[src/logic/svr_pkg.sv]
// Package for the synthesizer status and VCO indirect register block.
// Assumes a register interface that delivers complete main-register words.
package svr_pkg;

    // ****************************************
    // Register map
    // ****************************************
    localparam logic [4:0] SVR_ADDR_INDIRECT  = 5'h05;
    localparam logic [4:0] SVR_ADDR_OUT_LOCK  = 5'h12;
    localparam logic [4:0] SVR_ADDR_SELF_TEST = 5'h13;
    localparam logic [3:0] SVR_VCO_TUNING     = 4'h0;
    localparam logic [3:0] SVR_VCO_ENABLES    = 4'h1;
    localparam logic [3:0] SVR_VCO_BIASES     = 4'h2;
    localparam logic [3:0] SVR_VCO_CONFIG     = 4'h3;
    localparam logic [2:0] SVR_VCO_ID         = 3'h0;

    // ****************************************
    // Fields and reset values
    // ****************************************
    localparam int SVR_DATA_W    = 24;
    localparam int SVR_VDATA_W   = 9;
    localparam int SVR_ID_LSB    = 0;
    localparam int SVR_ADDR_LSB  = 3;
    localparam int SVR_PAY_LSB   = 7;
    localparam int SVR_BUSY_BIT  = 16;
    localparam int SVR_MANUAL_BIT = 2;
    localparam int SVR_CAL_BIT    = 0;
    localparam int SVR_SUB_LSB    = 1;
    localparam int SVR_SUB_MSB    = 8;
    localparam int SVR_RATIO_MSB  = 5;
    localparam int SVR_EN_MASTER  = 0;
    localparam int SVR_EN_PLL     = 1;
    localparam int SVR_EN_RF      = 2;
    localparam int SVR_EN_ONE     = 3;
    localparam int SVR_EN_DIV     = 4;
    localparam logic [8:0] SVR_TUNING_RST  = 9'h020;
    localparam logic [8:0] SVR_ENABLES_RST = 9'h01F;
    localparam logic [8:0] SVR_BIASES_RST  = 9'h0C1;
    localparam logic [8:0] SVR_CONFIG_RST  = 9'h041;
    localparam logic [5:0] SVR_DIV_MUTE    = 6'h00;
    localparam logic [5:0] SVR_DIV_ONE     = 6'h01;
    localparam logic [5:0] SVR_DIV_MAX     = 6'h3E;

    // Decoded word written to main register 05h
    typedef struct packed {
        logic [8:0] payload;
        logic [3:0] vaddr;
        logic [2:0] sub_id;
    } svr_indirect_t;

    // Enables driven into the VCO subsystem
    typedef struct packed {
        logic vco_on;
        logic pll_buf;
        logic rf_buf;
        logic div_one;
        logic rf_div;
    } svr_enables_t;

endpackage

[src/logic/svr_regs.sv]
// Status registers and indirectly written VCO subsystem registers.
// Assumes serial framing is decoded outside: WR_STB pulses once per complete
// main-register word, RD_DATA is registered from RD_ADDR and lags it by one clock.
`timescale 1ns/1ps

module svr_regs
    import svr_pkg::*;
#(
    parameter int SIG_W = 16
) (
    // Clock and reset
    input  wire logic                  CLK_SYS,
    input  wire logic                  RST,
    // Main register write port
    input  wire logic                  WR_STB,
    input  wire logic [4:0]            WR_ADDR,
    input  wire logic [SVR_DATA_W-1:0] WR_DATA,
    // Main register read port
    input  wire logic [4:0]            RD_ADDR,
    output logic      [SVR_DATA_W-1:0] RD_DATA,
    output logic                       RD_HIT,
    // Device state sampled into status
    input  wire logic                  GPO_STATE,
    input  wire logic                  LOCKED,
    input  wire logic [SIG_W-1:0]      SELF_TEST_SIG,
    input  wire logic                  SELF_TEST_BUSY,
    // VCO subsystem controls
    output logic                       CAL_SELECT,
    output logic      [7:0]            SUBBAND_SELECT,
    output logic      [5:0]            DIVIDE_RATIO,
    output svr_enables_t               BLOCK_EN,
    output logic                       MANUAL_OUTPUT_MODE
);

    initial begin
        if (SIG_W != 16) begin
            $error("SIG_W must be 16");
        end
    end

    // ****************************************
    // Indirect write decode
    // ****************************************
    svr_indirect_t ind;
    logic          ind_wr;
    logic          wr_tuning;
    logic          wr_enables;
    logic          wr_biases;
    logic          wr_config;

    assign ind = svr_indirect_t'(WR_DATA[SVR_PAY_LSB+SVR_VDATA_W-1:SVR_ID_LSB]);
    assign ind_wr = WR_STB && (WR_ADDR == SVR_ADDR_INDIRECT)
                    && (ind.sub_id == SVR_VCO_ID);
    assign wr_tuning  = ind_wr && (ind.vaddr == SVR_VCO_TUNING);
    assign wr_enables = ind_wr && (ind.vaddr == SVR_VCO_ENABLES);
    assign wr_biases  = ind_wr && (ind.vaddr == SVR_VCO_BIASES);
    assign wr_config  = ind_wr && (ind.vaddr == SVR_VCO_CONFIG);

    // ****************************************
    // VCO subsystem registers
    // ****************************************
    logic [8:0] tuning_reg;
    logic [8:0] enables_reg;
    logic [8:0] biases_reg;
    logic [8:0] config_reg;

    always_ff @(posedge CLK_SYS) begin
        if (RST) begin
            tuning_reg  <= SVR_TUNING_RST;
            enables_reg <= SVR_ENABLES_RST;
            biases_reg  <= SVR_BIASES_RST;
            config_reg  <= SVR_CONFIG_RST;
        end else begin
            if (wr_tuning) begin
                tuning_reg <= ind.payload;
            end
            if (wr_enables) begin
                enables_reg <= ind.payload;
            end
            if (wr_biases) begin
                biases_reg <= ind.payload;
            end
            if (wr_config) begin
                config_reg <= ind.payload;
            end
        end
    end

    // ****************************************
    // Divide ratio and enable resolution
    // ****************************************
    logic [5:0]   ratio_raw;
    logic [5:0]   ratio_eff;
    logic         master_en;
    logic         manual;
    logic         div_mute;
    logic         div_is_one;
    svr_enables_t en_next;

    assign ratio_raw  = biases_reg[SVR_RATIO_MSB:0];
    assign ratio_eff  = (ratio_raw > SVR_DIV_MAX) ? SVR_DIV_MAX :
                        (ratio_raw > SVR_DIV_ONE) ? {ratio_raw[5:1], 1'b0} : ratio_raw;
    assign master_en  = enables_reg[SVR_EN_MASTER];
    assign manual     = config_reg[SVR_MANUAL_BIT];
    assign div_mute   = (ratio_eff == SVR_DIV_MUTE);
    assign div_is_one = (ratio_eff == SVR_DIV_ONE);

    always_comb begin
        en_next = '0;
        if (master_en && manual) begin
            en_next.vco_on  = 1'b1;
            en_next.pll_buf = enables_reg[SVR_EN_PLL];
            en_next.rf_buf  = enables_reg[SVR_EN_RF];
            en_next.div_one = enables_reg[SVR_EN_ONE];
            en_next.rf_div  = enables_reg[SVR_EN_DIV];
        end else if (master_en) begin
            en_next.vco_on  = 1'b1;
            en_next.pll_buf = 1'b1;
            en_next.rf_buf  = !div_mute;
            en_next.div_one = div_is_one;
            en_next.rf_div  = !div_mute && !div_is_one;
        end
    end

    // ****************************************
    // Registered control outputs
    // ****************************************
    always_ff @(posedge CLK_SYS) begin
        if (RST) begin
            CAL_SELECT         <= 1'b0;
            SUBBAND_SELECT     <= 8'h00;
            DIVIDE_RATIO       <= 6'h00;
            BLOCK_EN           <= '0;
            MANUAL_OUTPUT_MODE <= 1'b0;
        end else begin
            CAL_SELECT         <= tuning_reg[SVR_CAL_BIT];
            SUBBAND_SELECT     <= tuning_reg[SVR_SUB_MSB:SVR_SUB_LSB];
            DIVIDE_RATIO       <= ratio_eff;
            BLOCK_EN           <= en_next;
            MANUAL_OUTPUT_MODE <= manual;
        end
    end

    // ****************************************
    // Status readback
    // ****************************************
    logic [SVR_DATA_W-1:0] out_lock_word;
    logic [SVR_DATA_W-1:0] self_test_word;
    logic [SVR_DATA_W-1:0] rd_next;

    assign out_lock_word  = {{(SVR_DATA_W-2){1'b0}}, LOCKED, GPO_STATE};
    assign self_test_word = {{(SVR_DATA_W-SVR_BUSY_BIT-1){1'b0}},
                             SELF_TEST_BUSY, SELF_TEST_SIG};
    assign RD_HIT  = (RD_ADDR == SVR_ADDR_OUT_LOCK) || (RD_ADDR == SVR_ADDR_SELF_TEST);
    assign rd_next = (RD_ADDR == SVR_ADDR_OUT_LOCK)  ? out_lock_word :
                     (RD_ADDR == SVR_ADDR_SELF_TEST) ? self_test_word : '0;

    always_ff @(posedge CLK_SYS) begin
        if (RST) begin
            RD_DATA <= '0;
        end else begin
            RD_DATA <= rd_next;
        end
    end

    // ****************************************
    // Checks
    // ****************************************
    status_bits_a: assert property (@(posedge CLK_SYS) disable iff (RST)
        RD_ADDR == SVR_ADDR_OUT_LOCK |=> RD_DATA[0] == $past(GPO_STATE))
        else $error("gpo status bit wrong");
    lock_bit_a: assert property (@(posedge CLK_SYS) disable iff (RST)
        RD_ADDR == SVR_ADDR_OUT_LOCK |=> RD_DATA[1] == $past(LOCKED))
        else $error("lock status bit wrong");
    self_test_a: assert property (@(posedge CLK_SYS) disable iff (RST)
        RD_ADDR == SVR_ADDR_SELF_TEST |=>
        RD_DATA[16:0] == $past({SELF_TEST_BUSY, SELF_TEST_SIG}))
        else $error("self test word wrong");
    other_id_a: assert property (@(posedge CLK_SYS) disable iff (RST)
        WR_STB && ind.sub_id != SVR_VCO_ID |=> $stable(tuning_reg) && $stable(enables_reg))
        else $error("foreign subsystem write took effect");
    tuning_write_a: assert property (@(posedge CLK_SYS) disable iff (RST)
        wr_tuning |=> ##1 SUBBAND_SELECT == $past(ind.payload[8:1], 2))
        else $error("tuning write not forwarded");
    master_off_a: assert property (@(posedge CLK_SYS) disable iff (RST)
        !master_en |=> BLOCK_EN == '0)
        else $error("blocks on with master off");
    manual_and_a: assert property (@(posedge CLK_SYS) disable iff (RST)
        master_en && manual |=> BLOCK_EN.rf_buf == $past(enables_reg[2]))
        else $error("manual enable not honoured");
    auto_mute_a: assert property (@(posedge CLK_SYS) disable iff (RST)
        master_en && !manual && div_mute |=> !BLOCK_EN.rf_buf && BLOCK_EN.pll_buf)
        else $error("mute ratio did not mute");
    ratio_clamp_a: assert property (@(posedge CLK_SYS) disable iff (RST)
        ratio_raw > SVR_DIV_MAX |=> DIVIDE_RATIO == SVR_DIV_MAX)
        else $error("ratio not clamped");
    auto_one_a: assert property (@(posedge CLK_SYS) disable iff (RST)
        master_en && !manual && div_is_one |=> BLOCK_EN.div_one && !BLOCK_EN.rf_div)
        else $error("divide by one path wrong");

    // ****************************************
    // Indirect write checks
    // ****************************************
    // Stored words change only on an accepted indirect write
    enables_write_a: assert property (@(posedge CLK_SYS) disable iff (RST)
        wr_enables |=> enables_reg == $past(ind.payload))
        else $error("enables write not stored");

    biases_write_a: assert property (@(posedge CLK_SYS) disable iff (RST)
        wr_biases |=> biases_reg == $past(ind.payload))
        else $error("biases write not stored");

    config_write_a: assert property (@(posedge CLK_SYS) disable iff (RST)
        wr_config |=> config_reg == $past(ind.payload))
        else $error("config write not stored");

    no_strobe_a: assert property (@(posedge CLK_SYS) disable iff (RST)
        !WR_STB |=> $stable(tuning_reg) && $stable(enables_reg)
                    && $stable(biases_reg) && $stable(config_reg))
        else $error("register changed without strobe");

    other_addr_a: assert property (@(posedge CLK_SYS) disable iff (RST)
        WR_STB && WR_ADDR != SVR_ADDR_INDIRECT |=> $stable(tuning_reg)
            && $stable(enables_reg) && $stable(biases_reg) && $stable(config_reg))
        else $error("direct write reached subsystem");

    other_vaddr_a: assert property (@(posedge CLK_SYS) disable iff (RST)
        ind_wr && ind.vaddr > SVR_VCO_CONFIG |=> $stable(tuning_reg)
            && $stable(enables_reg) && $stable(biases_reg) && $stable(config_reg))
        else $error("unstored address changed a register");

    other_id_rest_a: assert property (@(posedge CLK_SYS) disable iff (RST)
        WR_STB && ind.sub_id != SVR_VCO_ID |=> $stable(biases_reg) && $stable(config_reg))
        else $error("foreign subsystem write took effect");

    tuning_cal_a: assert property (@(posedge CLK_SYS) disable iff (RST)
        wr_tuning |=> ##1 CAL_SELECT == $past(ind.payload[SVR_CAL_BIT], 2))
        else $error("calibration bit not forwarded");

    cal_follow_a: assert property (@(posedge CLK_SYS) disable iff (RST)
        1'b1 |=> CAL_SELECT == $past(tuning_reg[SVR_CAL_BIT]))
        else $error("calibration select stale");

    subband_follow_a: assert property (@(posedge CLK_SYS) disable iff (RST)
        1'b1 |=> SUBBAND_SELECT == $past(tuning_reg[SVR_SUB_MSB:SVR_SUB_LSB]))
        else $error("sub-band select stale");

    // ****************************************
    // Enable resolution checks
    // ****************************************
    manual_vco_a: assert property (@(posedge CLK_SYS) disable iff (RST)
        master_en && manual |=> BLOCK_EN.vco_on)
        else $error("oscillator off in manual mode");

    manual_pll_a: assert property (@(posedge CLK_SYS) disable iff (RST)
        master_en && manual |=> BLOCK_EN.pll_buf == $past(enables_reg[SVR_EN_PLL]))
        else $error("manual pll buffer enable wrong");

    manual_one_a: assert property (@(posedge CLK_SYS) disable iff (RST)
        master_en && manual |=> BLOCK_EN.div_one == $past(enables_reg[SVR_EN_ONE]))
        else $error("manual divide by one enable wrong");

    manual_div_a: assert property (@(posedge CLK_SYS) disable iff (RST)
        master_en && manual |=> BLOCK_EN.rf_div == $past(enables_reg[SVR_EN_DIV]))
        else $error("manual divider enable wrong");

    rf_mute_a: assert property (@(posedge CLK_SYS) disable iff (RST)
        master_en && manual && !enables_reg[SVR_EN_RF] |=> !BLOCK_EN.rf_buf)
        else $error("cleared buffer enable did not mute");

    manual_ratio_a: assert property (@(posedge CLK_SYS) disable iff (RST)
        master_en && manual && ratio_raw == SVR_DIV_MUTE && enables_reg[SVR_EN_RF]
        |=> BLOCK_EN.rf_buf)
        else $error("ratio acted in manual mode");

    auto_override_a: assert property (@(posedge CLK_SYS) disable iff (RST)
        master_en && !manual |=> BLOCK_EN.vco_on && BLOCK_EN.pll_buf)
        else $error("automatic mode not overriding");

    auto_rfbuf_a: assert property (@(posedge CLK_SYS) disable iff (RST)
        master_en && !manual |=> BLOCK_EN.rf_buf == ($past(ratio_raw) != SVR_DIV_MUTE))
        else $error("automatic buffer enable wrong");

    auto_div_a: assert property (@(posedge CLK_SYS) disable iff (RST)
        master_en && !manual && ratio_raw > SVR_DIV_ONE |=> BLOCK_EN.rf_div && !BLOCK_EN.div_one)
        else $error("automatic divider enable wrong");

    auto_one_buf_a: assert property (@(posedge CLK_SYS) disable iff (RST)
        master_en && !manual && ratio_raw == SVR_DIV_ONE |=> BLOCK_EN.rf_buf && BLOCK_EN.div_one)
        else $error("divide by one buffer wrong");

    mute_stages_a: assert property (@(posedge CLK_SYS) disable iff (RST)
        master_en && !manual && ratio_raw == SVR_DIV_MUTE
        |=> BLOCK_EN.vco_on && !BLOCK_EN.rf_div && !BLOCK_EN.div_one)
        else $error("mute left output stages on");

    master_on_a: assert property (@(posedge CLK_SYS) disable iff (RST)
        master_en |=> BLOCK_EN.vco_on)
        else $error("oscillator off with master on");

    mode_out_a: assert property (@(posedge CLK_SYS) disable iff (RST)
        1'b1 |=> MANUAL_OUTPUT_MODE == $past(manual))
        else $error("mode output stale");

    // ****************************************
    // Ratio and readback checks
    // ****************************************
    ratio_even_a: assert property (@(posedge CLK_SYS) disable iff (RST)
        ratio_raw > SVR_DIV_ONE |=> DIVIDE_RATIO[0] == 1'b0)
        else $error("odd ratio not rounded");

    ratio_pass_a: assert property (@(posedge CLK_SYS) disable iff (RST)
        ratio_raw <= SVR_DIV_ONE |=> DIVIDE_RATIO == $past(ratio_raw))
        else $error("low ratio altered");

    ratio_round_a: assert property (@(posedge CLK_SYS) disable iff (RST)
        ratio_raw > SVR_DIV_ONE && ratio_raw <= SVR_DIV_MAX
        |=> DIVIDE_RATIO == ($past(ratio_raw) & ~SVR_DIV_ONE))
        else $error("ratio rounding wrong");

    rd_other_a: assert property (@(posedge CLK_SYS) disable iff (RST)
        !RD_HIT |=> RD_DATA == '0)
        else $error("unmapped read not zero");

    lock_upper_a: assert property (@(posedge CLK_SYS) disable iff (RST)
        RD_ADDR == SVR_ADDR_OUT_LOCK |=> RD_DATA[SVR_DATA_W-1:2] == '0)
        else $error("status upper bits set");

    st_upper_a: assert property (@(posedge CLK_SYS) disable iff (RST)
        RD_ADDR == SVR_ADDR_SELF_TEST |=> RD_DATA[SVR_DATA_W-1:SVR_BUSY_BIT+1] == '0)
        else $error("self test upper bits set");

    busy_bit_a: assert property (@(posedge CLK_SYS) disable iff (RST)
        RD_ADDR == SVR_ADDR_SELF_TEST |=> RD_DATA[SVR_BUSY_BIT] == $past(SELF_TEST_BUSY))
        else $error("busy flag wrong");

endmodule

[config.mk]
export PLATFORM = sky130hd
export DESIGN_NAME = svr_regs
export DESIGN_NICKNAME = d
export VERILOG_FILES = /design/src/logic/svr_pkg.sv /design/src/logic/svr_regs.sv
export SDC_FILE = /design/constraint.sdc
export NUM_CORES = 1
export LEC_CHECK = 0
export CORE_ASPECT_RATIO = 2
export CORE_MARGIN = 2
export CORE_UTILIZATION = 65
export DETAILED_ROUTE_END_ITERATION = 12
export DONT_BUFFER_PORTS = 1
export PLACE_DENSITY_LB_ADDON = 0.3
export SLEW_MARGIN = 30
export SYNTH_ARGS = -nofsm -noshare
export SYNTH_HDL_FRONTEND = slang
export SYNTH_SLANG_ARGS = --single-unit
[constraint.sdc]
create_clock -name CLK_SYS -period 5.2 [get_ports CLK_SYS]
set_clock_uncertainty 0.05 [all_clocks]
set_input_delay 0.52 -clock CLK_SYS [delete_from_list [all_inputs] [get_ports CLK_SYS]]
set_output_delay 0.52 -clock CLK_SYS [all_outputs]
set_load 0.05 [all_outputs]
## After elaboration in Yosys (flattened, before gate mapping)

Index checks and enable logic that the tools add are counted.

- Magnitude comparators: 2
- Mux-type cells: 6
- Equality and inequality tests: 7
- $add $sub $neg: 0
- Reductions and logical operators: 16
- Bitwise gates (word level): 1
- Multiply operators: 0
- Div/mod/pow operators: 0
- Shift operators: 0

Operators with widths:

| kind | count |
|---|---|
| 5-bit equality test (second input constant) | 2 |
| 5-bit two-way mux | 2 |
| 4-bit by 2-bit equality test with 1-bit output (second input constant) | 2 |
| 1-bit logical AND | 8 |
| 6-bit by 1-bit equality test with 1-bit output (second input constant) | 1 |
| 6-bit by 1-bit > comparator with 1-bit output (second input constant) | 1 |
| 6-bit > comparator (second input constant) | 1 |
| 6-bit zero test | 1 |
| 6-bit two-way mux | 1 |
| 5-bit by 3-bit equality test with 1-bit output (second input constant) | 1 |
| 4-bit by 1-bit equality test with 1-bit output (second input constant) | 1 |
| 4-bit zero test | 1 |
| 2-bit two-way mux | 2 |
| 3-bit zero test | 1 |
| 3-bit OR reduction | 1 |
| 1-bit zero test | 2 |
| 2-bit OR reduction | 1 |
| 1-bit logical OR | 1 |
| 1-bit two-way mux | 1 |
| 1-bit inverter | 1 |

- Output and inout port bits: 46
- Input port bits: 56
- Memories: 0
- Bits in latches: 0
- Logic and storage cells: 48
- Bits in registers: 68
- ROM bits: 0
- Memory bits (writable): 0

## Depth between registers and ports, before layout

Gate-level depths: netlist of run 1.

- Depth in word-level cells: 8
- Gate-level depth with buffers: 4
- Depth with buffers taken out: 3

## Worst setup path after synthesis of run 1

OpenSTA, ideal clock, no wires.

- Path kind: input -> output
- Start: in RD_ADDR[4]
- End: out RD_HIT
- Stages on the path: 2
- Data arrival time: 1.628 ns
- Setup slack: 3.002 ns
- Required time: 4.630 ns
- Buffers on the path: 0
- Cells stage by stage: nand2_1 nor3_1

- Cells in the longest elaborated chain, start to end: 2
- Elaborated cells on any way between the ends: 3
- Classes of those cells: eq/ne: 2; reduce/logical: 1

RTL lines:

| what | line | RTL |
|---|---|---|
| start: declaration | svr_regs.sv:19 | `input wire logic [4:0] RD_ADDR,` |
| 5-bit equality test | svr_regs.sv:154 | `assign RD_HIT = (RD_ADDR == SVR_ADDR_OUT_LOCK) \|\| (RD_ADDR == SVR_ADDR_SELF_TEST);` |
| 1-bit logical OR * | svr_regs.sv:154 |  |
| end: declaration | svr_regs.sv:21 | `output logic RD_HIT,` |

Mark *: on every way between the ends. The rest lies on a longest branch, timed or not.

## Worst setup path in the final report of run 1

- Start: in WR_ADDR[1]
- End: reg tuning_reg[7]

- Cells in the longest elaborated chain, start to end: 4

RTL lines:

| what | line | RTL |
|---|---|---|
| start: declaration | svr_regs.sv:16 | `input wire logic [4:0] WR_ADDR,` |
| 5-bit by 3-bit equality test with 1-bit output | svr_regs.sv:52 | `assign ind_wr = WR_STB && (WR_ADDR == SVR_ADDR_INDIRECT)` |
| 1-bit logical AND | svr_regs.sv:52 |  |
| 1-bit logical AND | svr_regs.sv:53 | `&& (ind.sub_id == SVR_VCO_ID);` |
| 1-bit logical AND | svr_regs.sv:54 | `assign wr_tuning = ind_wr && (ind.vaddr == SVR_VCO_TUNING);` |
| end signal: assignment | svr_regs.sv:75 | `tuning_reg <= ind.payload;` |
| end: declaration | svr_regs.sv:62 | `logic [8:0] tuning_reg;` |

No other way between the ends.
A chain may end at the register's enable or synchronous reset.

==> impl_metrics.yaml, run 1 <==
sta:
  worstMarginPinSlew_ns: 0.875
  setup_viol: 0
  fin_crit_sh: 0.387
  holdWs_ns: 0.220
  fmax_mhz: 497
  rsz0062_at_grt: "no"
  slew-limit-headroom: 0.412
  slew_viol_final: 0
  tns_ns: 0
  hold_viol: 0
  period_minus_slack_ns: 2.01
die:
  placementRows: 29
  die_h_um: 84.5
  io_pins: 102
  die_area_um2: 3740
  die_width_um: 44.3
  initial_core_util: 0.676
  coreArea_um2: 3120
critical_path:
  path_max_fanout: 9
  cp.required_ns: 5.36
  crit_chain: "or3b_1, nor4_4, mux2_4"
  critPathArrivalTime_ns: 2.17
  cp-start-kind: "input pin"
  path_class: "in2reg"
  critPathBufInv: 0
  crit_slowest_cell: "nor4_4"
  cpPeakStageDelay_ns: 0.81
  worst_path_dominant_cell_family: "simple AND/OR/NAND/NOR gates"
  crit_path_end_kind: "flop"
  reg2reg_slack_ns: 3.82
route:
  drt-met1-wl_mm: 1.17
  wl_met3_um: 303
  antenna_left: 0
  met2WireLength_mm: 1.88
  via_per_inst: 5.48
  dr.pass1.iters: 4
  drtIter0Drc: 11
  routed.top_layer: "met4"
  vias: 1260
  wirelength_mm: 3.43
  drt-wirelength-per-cell_um: 14.9
  drc_errors: 0
final_layout:
  multiInputGateArea_um2: 818
  antennaDiodeCount: 0
  fin_nets: 252
  syn_to_final_growth_pct: 7.06
  largest_reg_flops: 17
  final_common_cell: "dfxtp_1"
  final_cell_mix: "dfxtp_1, mux2i_1, nand2b_1, nor2_1, and2_1"
  final_area_um2: 2260
  regArea_um2: 1180
  drive_gt1_frac: 0.131
  fill_cells: 239
global_routing:
  grt_max_degree: 42
  grt_antenna_before_repair: 0
  grt_pass1_vias: 1285
  grt_pass1_wl_mm: 5.44
  grt_usage: 0.201
  grt-ovfl-total: 0
clocking:
  cts_num_sinks: 59
  clock_latency_ns: 0.33
  post-cts-setup-buffers: 0
  cts-hold-fix-buffers: 0
  cts_buffers: 9
  cts.clk_slew.worst_paths_ns: 0.06
  htreeDepth: 3
  clockRootBuffer: "clkbuf_8"
  cts_tree: "done"
  cts-resized-gates: 0
  clockBufferDepth: 2
placed_design:
  dpl.hpwl_mm: 2.50
  gp_congestion: 0.831
  port_buffers: 0
  placed_cell_area_um2: 2100
pwr:
  power_density_nw_per_um2: 370
  vdd_drop_max_uv: 291
  p_leak_nw: 0.969
  totalPowerFinal_mw: 0.835
logic_synthesis:
  yosys.cell_types.count: 30
  seq_area_frac_synth: 0.560
  ys_warn_count: 0
  yosysTopAreaCell: "dfxtp_1"
  synth_area_leaders: "dfxtp_1, mux2i_1, nand2b_1"
  ys_ff_latch: 59
  syn_inst: 191
  yosysTopAreaCellShare: 0.560
  synth.avg_cell_area_um2: 11.0
  syn_area_um2: 2110
worst_hold_path:
  hold_path.class: "in2reg"
run:
  maxCapViolCount: 0
run_status:
  status: "finished clean"
[area by class of cell]
type	count	area share
sequential	59	0.523
multi-input combinational	112	0.363
clock buffer	12	0.0643
inverter	12	0.0200
tap	31	0.0172
timing repair buffer	2	0.00665
clock inverter	2	0.00610
[worst paths after layout]
check,start,to,depth (start not counted)
max,WR_ADDR[1],tuning_reg[7],3
min,RST,DIVIDE_RATIO[0],1
max reg2reg,biases_reg[2],BLOCK_EN[2],3
min reg2reg,tuning_reg[2],SUBBAND_SELECT[1],2
[stage by stage]
stage / std cells / setup slack, ns / utilization
global placement: 216 / 2.86 / 0.672
detailed placement: 216 / 2.81 / 0.672
CTS: 230 / 3.17 / 0.723
floorplan: 197 / 3.00 / -
finish: 230 / 3.19 / 0.723
global route: 230 / 3.11 / 0.723
[per-layer routing]
metal / vias to the layer above / track usage
li1: 613 / -
met1: 575 / 0.186
met2: 65 / 0.342
met3: 7 / 0.105
met4: 0 / 0.0992
met5: - / 0
[power breakdown]
part	switching [mW]	internal, mW
Clock	0.158	0.181
Combinational	0.0189	0.00918
Sequential	0.0131	0.456
Total	0.190	0.645
[kinds of logic (layout without fill, tap and decap cells)]
group           count (synthesis)  count (layout)  share of synthesized area
simple gates                   77              77                      0.241
flops                          59              59                      0.560
buf+inv                        26              28                     0.0623
mux                            23              23                      0.119
compound gates                  5               5                     0.0154
other cells                     1               7                    0.00178
[cells in the mapped netlist]
| library cell | number |
|---|---|
| conb_1 | 1 |
| nand4bb_1 | 2 |
| buf_4 | 7 |
| inv_1 | 12 |
| nor4_4 | 2 |
| nor3b_1 | 1 |
| or4bb_1 | 1 |
| or4_4 | 1 |
| mux2_2 | 1 |
| or4_1 | 1 |
| o311a_1 | 1 |
| o21a_1 | 1 |
| nor2b_1 | 11 |
| buf_6 | 1 |
| nor4bb_1 | 1 |
| nand2_1 | 2 |
| clkbuf_1 | 6 |
| mux2_4 | 4 |
| mux2i_1 | 18 |
| a21oi_1 | 3 |
| and2_1 | 15 |
| or4b_2 | 2 |
| nand2b_1 | 16 |
| nor3_1 | 1 |
| or3b_1 | 1 |
| nor4_2 | 1 |
| dfxtp_1 | 59 |
| nor2_1 | 16 |
| or2_2 | 1 |
| nor4_1 | 2 |
(Power assumes the default switching activity.)
==> inputs of run 2 (changes only) <==
--- a/config.mk
+++ b/config.mk
@@ -7,7 +7,7 @@
 export LEC_CHECK = 0
 export CORE_ASPECT_RATIO = 2
 export CORE_MARGIN = 2
-export CORE_UTILIZATION = 65
+export CORE_UTILIZATION = 55
 export DETAILED_ROUTE_END_ITERATION = 12
 export DONT_BUFFER_PORTS = 1
 export PLACE_DENSITY_LB_ADDON = 0.3
==> constraint.sdc (replaced) <==
create_clock -name CLK_SYS -period 1.8 [get_ports CLK_SYS]
set_clock_uncertainty 0.05 [all_clocks]
set_input_delay 0.18 -clock CLK_SYS [delete_from_list [all_inputs] [get_ports CLK_SYS]]
set_output_delay 0.18 -clock CLK_SYS [all_outputs]
set_load 0.05 [all_outputs]
==> impl_metrics.yaml, run 2 (synthesized netlist as in run 1, its figures left out) <==
global_routing:
  grt_max_degree: 30
  grt_use_met3: 0.105
  grt_antenna_before_repair: 0
  grt_use_met1: 0.220
  grt_usage: 0.224
  grt_pass1_wl_mm: 6.73
  busiest_layer: "met2"
  grt-ovfl-total: 0
  grt_pass1_vias: 1548
  use_met2: 0.360
critical_path:
  cp.required_ns: 1.96
  reg2reg_slack_ns: 0.48
  critPathArrivalTime_ns: 1.48
  setup.worst_path.start: "biases_reg[3]"
  path_max_fanout: 3
  reg2reg_from: "biases_reg[3]"
  endpoint: "BLOCK_EN[2]"
  crit_path_end_kind: "flop"
  r2r_end: "BLOCK_EN[2]"
  cp-start-kind: "flop"
  r2r.worst_path.cells: 3
  path_class: "reg2reg"
clocking:
  cts-hold-fix-buffers: 27
  cts.clk_slew.worst_paths_ns: 0.06
  clockBufferDepth: 2
  cts_buffers: 9
  post-cts-setup-buffers: 0
  clock_latency_ns: 0.33
  cts_tree: "done"
  clockRootBuffer: "clkbuf_8"
  cts-resized-gates: 0
  htreeDepth: 3
  cts_num_sinks: 59
sta:
  slew-limit-headroom: 0.664
  fin_crit_sh: 0.732
  slew_viol_final: 0
  rsz0062_at_grt: "no"
  hold_viol: 0
  setup_viol: 0
  fmax_mhz: 759
  worstMarginPinSlew_ns: 0.503
  postLayoutSetupSlackWorst_ns: 0.482
  period_minus_slack_ns: 1.32
final_layout:
  final_util: 0.730
  largest_reg_flops: 17
  syn_to_final_growth_pct: 26.2
  fin_nets: 285
  antennaDiodeCount: 0
  final_common_cell: "dfxtp_1"
  final_cell_mix: "dfxtp_1, dlygate4sd3_1, mux2i_1"
  drive_gt1_frac: 0.150
pwr:
  p_int_mw: 2.24
  power_frac_comb: 0.051
  power_frac_clock: 0.472
  power_frac_seq: 0.477
  power_density_nw_per_um2: 1070
  vdd_drop_max_uv: 833
  switching_share: 0.212
  switching_power_mw: 0.601
  p_leak_nw: 1.14
run:
  maxCapViolCount: 0
placed_design:
  pre_cts_slack_ns: 0.170
  port_buffers: 0
  dpl.hpwl_mm: 2.82
  gp_congestion: 0.777
die:
  die_h_um: 91.6
  die_width_um: 47.8
  coreArea_um2: 3650
  placementRows: 31
  initial_core_util: 0.578
  die_area_um2: 4370
  io_pins: 102
route:
  antenna_left: 0
  drc_errors: 0
  via_per_inst: 5.06
  drtIter0Drc: 8
  drt-wirelength-per-cell_um: 15.2
  dr.pass1.iters: 5
  wirelength_mm: 4.30
  vias: 1432
worst_hold_path:
  hold_path.class: "in2reg"
run_status:
  status: "finished clean"
[run 2: through the flow]
stage	cells	hold WS (ns)	cell area [um^2]	TNS [ns]	power (mW)
final	283	0.0207	2660	0	2.84
after CTS	282	0.00747	2660	0	2.85
after detailed placement	239	0.214	2160	0	1.47
after floorplan	197	0.252	2130	-0.0785	1.48
after global placement	239	0.215	2160	0	1.46
after global routing	283	0.00172	2660	0	2.93
[run 2: worst min-delay path by stage]
stage | startpoint | to | slack, ns | cells past startpoint
after detailed placement | RST | SUBBAND_SELECT[4] | 0.21 | 1
after global placement | RST | SUBBAND_SELECT[4] | 0.21 | 1
final | WR_DATA[9] | enables_reg[2] | 0.02 | 2
after global routing | WR_DATA[9] | enables_reg[2] | 0.002 | 2
after floorplan | SELF_TEST_SIG[10] | RD_DATA[10] | 0.25 | 1
after CTS | RST | biases_reg[3] | 0.007 | 2
[run 2: worst max-delay path: stages, from the launching register on]
cell,delay (ns)
dfxtp_1,0.32
nor4_1,0.37
nand2b_1,0.15
o311a_1,0.30
[run 2: cell type report]
cell class / count / area, um^2
inverter: 12 / 45.0
timing repair buffer: 35 / 328
clock inverter: 4 / 72.6
clock buffer: 12 / 155
multi-input combinational: 112 / 818
fill: 274 / 985
sequential: 59 / 1180
tap: 49 / 61.3
[run 2: power by group through the flow]
stage	Clock, mW	Sequential [mW]	Combinational (mW)
detailed placement	0	1.38	0.0834
global route	1.42	1.35	0.154
finish	1.34	1.35	0.144
global placement	0	1.38	0.0814
CTS	1.36	1.35	0.140
floorplan	0	1.38	0.0981
[run 2: metal layers]
metal  part of all wire  routed length, um  up-vias
met5                  0                  0        -
met4              0.014                 60        0
met3              0.084                363        5
met2               0.55               2380       78
met1               0.35               1490      670
li1                   -                  -      679
==> inputs of run 3 (changes only) <==
--- a/config.mk
+++ b/config.mk
@@ -5,9 +5,10 @@
 export SDC_FILE = /design/constraint.sdc
 export NUM_CORES = 1
 export LEC_CHECK = 0
+export ABC_AREA = 1
 export CORE_ASPECT_RATIO = 2
 export CORE_MARGIN = 2
-export CORE_UTILIZATION = 55
+export CORE_UTILIZATION = 61
 export DETAILED_ROUTE_END_ITERATION = 12
 export DONT_BUFFER_PORTS = 1
 export PLACE_DENSITY_LB_ADDON = 0.3
==> constraint.sdc (replaced) <==
create_clock -name CLK_SYS -period 1.3 [get_ports CLK_SYS]
set_clock_uncertainty 0.05 [all_clocks]
set_input_delay 0.13 -clock CLK_SYS [delete_from_list [all_inputs] [get_ports CLK_SYS]]
set_output_delay 0.13 -clock CLK_SYS [all_outputs]
set_load 0.05 [all_outputs]
==> impl_metrics.yaml, run 3 <==
final_layout:
  final_util: 0.774
  drive_gt1_frac: 0.147
  final_cell_mix: "dfxtp_1, nor2_1, inv_1"
  syn_to_final_growth_pct: 20.8
  fin_cells: 376
  largest_reg_flops: 17
  antennaDiodeCount: 0
  fin_nets: 378
  final_common_cell: "dfxtp_1"
route:
  via_per_inst: 4.81
  vias: 1809
  antenna_left: 0
  wirelength_mm: 4.46
  dr.pass1.iters: 4
  drtIter0Drc: 40
  drt-wirelength-per-cell_um: 11.9
  drc_errors: 0
logic_synthesis:
  yosysTopAreaCell: "dfxtp_1"
  syn_area_um2: 2310
  yosysMostFrequentCell: "dfxtp_1"
  yosysTopAreaCellShare: 0.511
  synth.avg_cell_area_um2: 8.00
  async_flop_share: 0
  synth_edf_count: 0
  yosys.cell_types.count: 25
  ys_warn_count: 0
  netlist_top_cells_count: "dfxtp_1, nor2_1, inv_1, nand2_1, nand4_1"
  syn_inst: 289
  seq_area_frac_synth: 0.511
  ys_ff_latch: 59
  yosys_most_used_dff: "dfxtp_1"
  synth_area_leaders: "dfxtp_1, nor2_1, inv_1"
critical_path:
  reg2reg_slack_ns: 0.34
  path_common_cell: "dlygate4sd3_1"
  r2r_end: "BLOCK_EN[1]"
  r2r.worst_path.cells: 5
  critPathArrivalTime_ns: 1.39
  endpoint: "RD_DATA[1]"
  crit_path_end_kind: "flop"
  setup.worst_path.start: "LOCKED"
  reg2reg_from: "biases_reg[1]"
  cpPeakStageDelay_ns: 0.55
  crit_chain: "dlygate4sd3_1, nand3_1, dlygate4sd3_1, o21ai_0"
  crit_slowest_cell: "dlygate4sd3_1"
  path_max_fanout: 1
  cp.required_ns: 1.45
  cp-start-kind: "input pin"
  path_class: "in2reg"
run_status:
  violations: "negative hold slack"
  status: "finished with violations"
die:
  initial_core_util: 0.641
  die_h_um: 91.0
  die_area_um2: 4330
  die_width_um: 47.5
  placementRows: 31
  coreArea_um2: 3610
  io_pins: 102
global_routing:
  grt_antenna_before_repair: 0
  grt_pass1_vias: 1819
  grt_pass1_wl_mm: 7.14
  grt-ovfl-total: 0
  grt_usage: 0.230
  grt_max_degree: 24
clocking:
  cts_tree: "done"
  cts-hold-fix-buffers: 27
  cts_buffers: 9
  cts_num_sinks: 59
  clock_latency_ns: 0.32
  clockRootBuffer: "clkbuf_8"
  htreeDepth: 3
  cts-resized-gates: 0
  clockBufferDepth: 2
  post-cts-setup-buffers: 0
  cts.clk_slew.worst_paths_ns: 0.06
sta:
  worstMarginPinSlew_ns: 0.664
  slew_viol_final: 0
  fmax_mhz: 807
  hold_viol: 1
  rsz0062_at_grt: "no"
  setup_viol: 0
  period_minus_slack_ns: 1.24
  holdWs_ns: -0.00105
  tns_ns: 0
  fin_crit_sh: 0.953
  postLayoutSetupSlackWorst_ns: 0.0612
  slew-limit-headroom: 0.556
placed_design:
  dpl.hpwl_mm: 2.98
  pre_cts_slack_ns: 0.190
  dp.cells: 333
  gp_congestion: 0.775
  port_buffers: 0
pwr:
  vdd_drop_max_uv: 994
  totalPowerFinal_mw: 3.70
  p_leak_nw: 1.32
  power_density_nw_per_um2: 1330
worst_hold_path:
  hold_path.class: "in2reg"
run:
  maxCapViolCount: 0
[run 3: power by group]
group          internal [mW]  switching [mW]
Combinational         0.0920           0.159
Sequential              1.82          0.0535
Clock                  0.926           0.648
Total                   2.84           0.861
[run 3: cell families after synthesis]
family / share of synthesized area
AND/OR/NAND/NOR: 0.331
buffers and inverters: 0.138
flip-flops: 0.511
AO/OA/AOI/OAI: 0.0190
other: 0.00162
[run 3: critical path, delay by kind of cell]
family          cells  cell delay, ns
buf+inv             2            1.10
simple gates        1            0.09
compound gates      1            0.08
[run 3: metal layers]
layer / GRT usage / up-vias / wire length, um
met1: 0.198 / 780 / 1530
li1: - / 932 / -
met2: 0.425 / 87 / 2460
met3: 0.0557 / 10 / 357
met5: 0 / - / 0
met4: 0.127 / 0 / 123
[run 3: worst min-delay path by stage]
stage,depth (start not counted),endpoint,slack (ns),from
5_1_grt,4,tuning_reg[7],0.04,WR_DATA[14]
2_1_floorplan,2,RD_DATA[16],0.19,SELF_TEST_BUSY
4_1_cts,4,tuning_reg[7],0.003,WR_DATA[14]
3_3_place_gp,1,BLOCK_EN[0],0.15,RST
3_5_place_dp,1,BLOCK_EN[1],0.16,RST
6_report,4,tuning_reg[7],-0.001,WR_DATA[14]
[run 3: final cells by class]
class	count	area, um^2
clock inverter	5	52.6
sequential	59	1180
timing repair buffer	32	308
clock buffer	11	141
inverter	57	214
multi-input combinational	163	835
fill	278	815
tap	49	61.3
[run 3: per-stage QoR]
stage / hold WS (ns) / cell area (um^2)
3_3_place_gp: 0.154 / 2330
2_1_floorplan: 0.192 / 2330
4_1_cts: 0.00281 / 2790
3_5_place_dp: 0.155 / 2330
5_1_grt: 0.0363 / 2790
6_report: -0.00105 / 2790
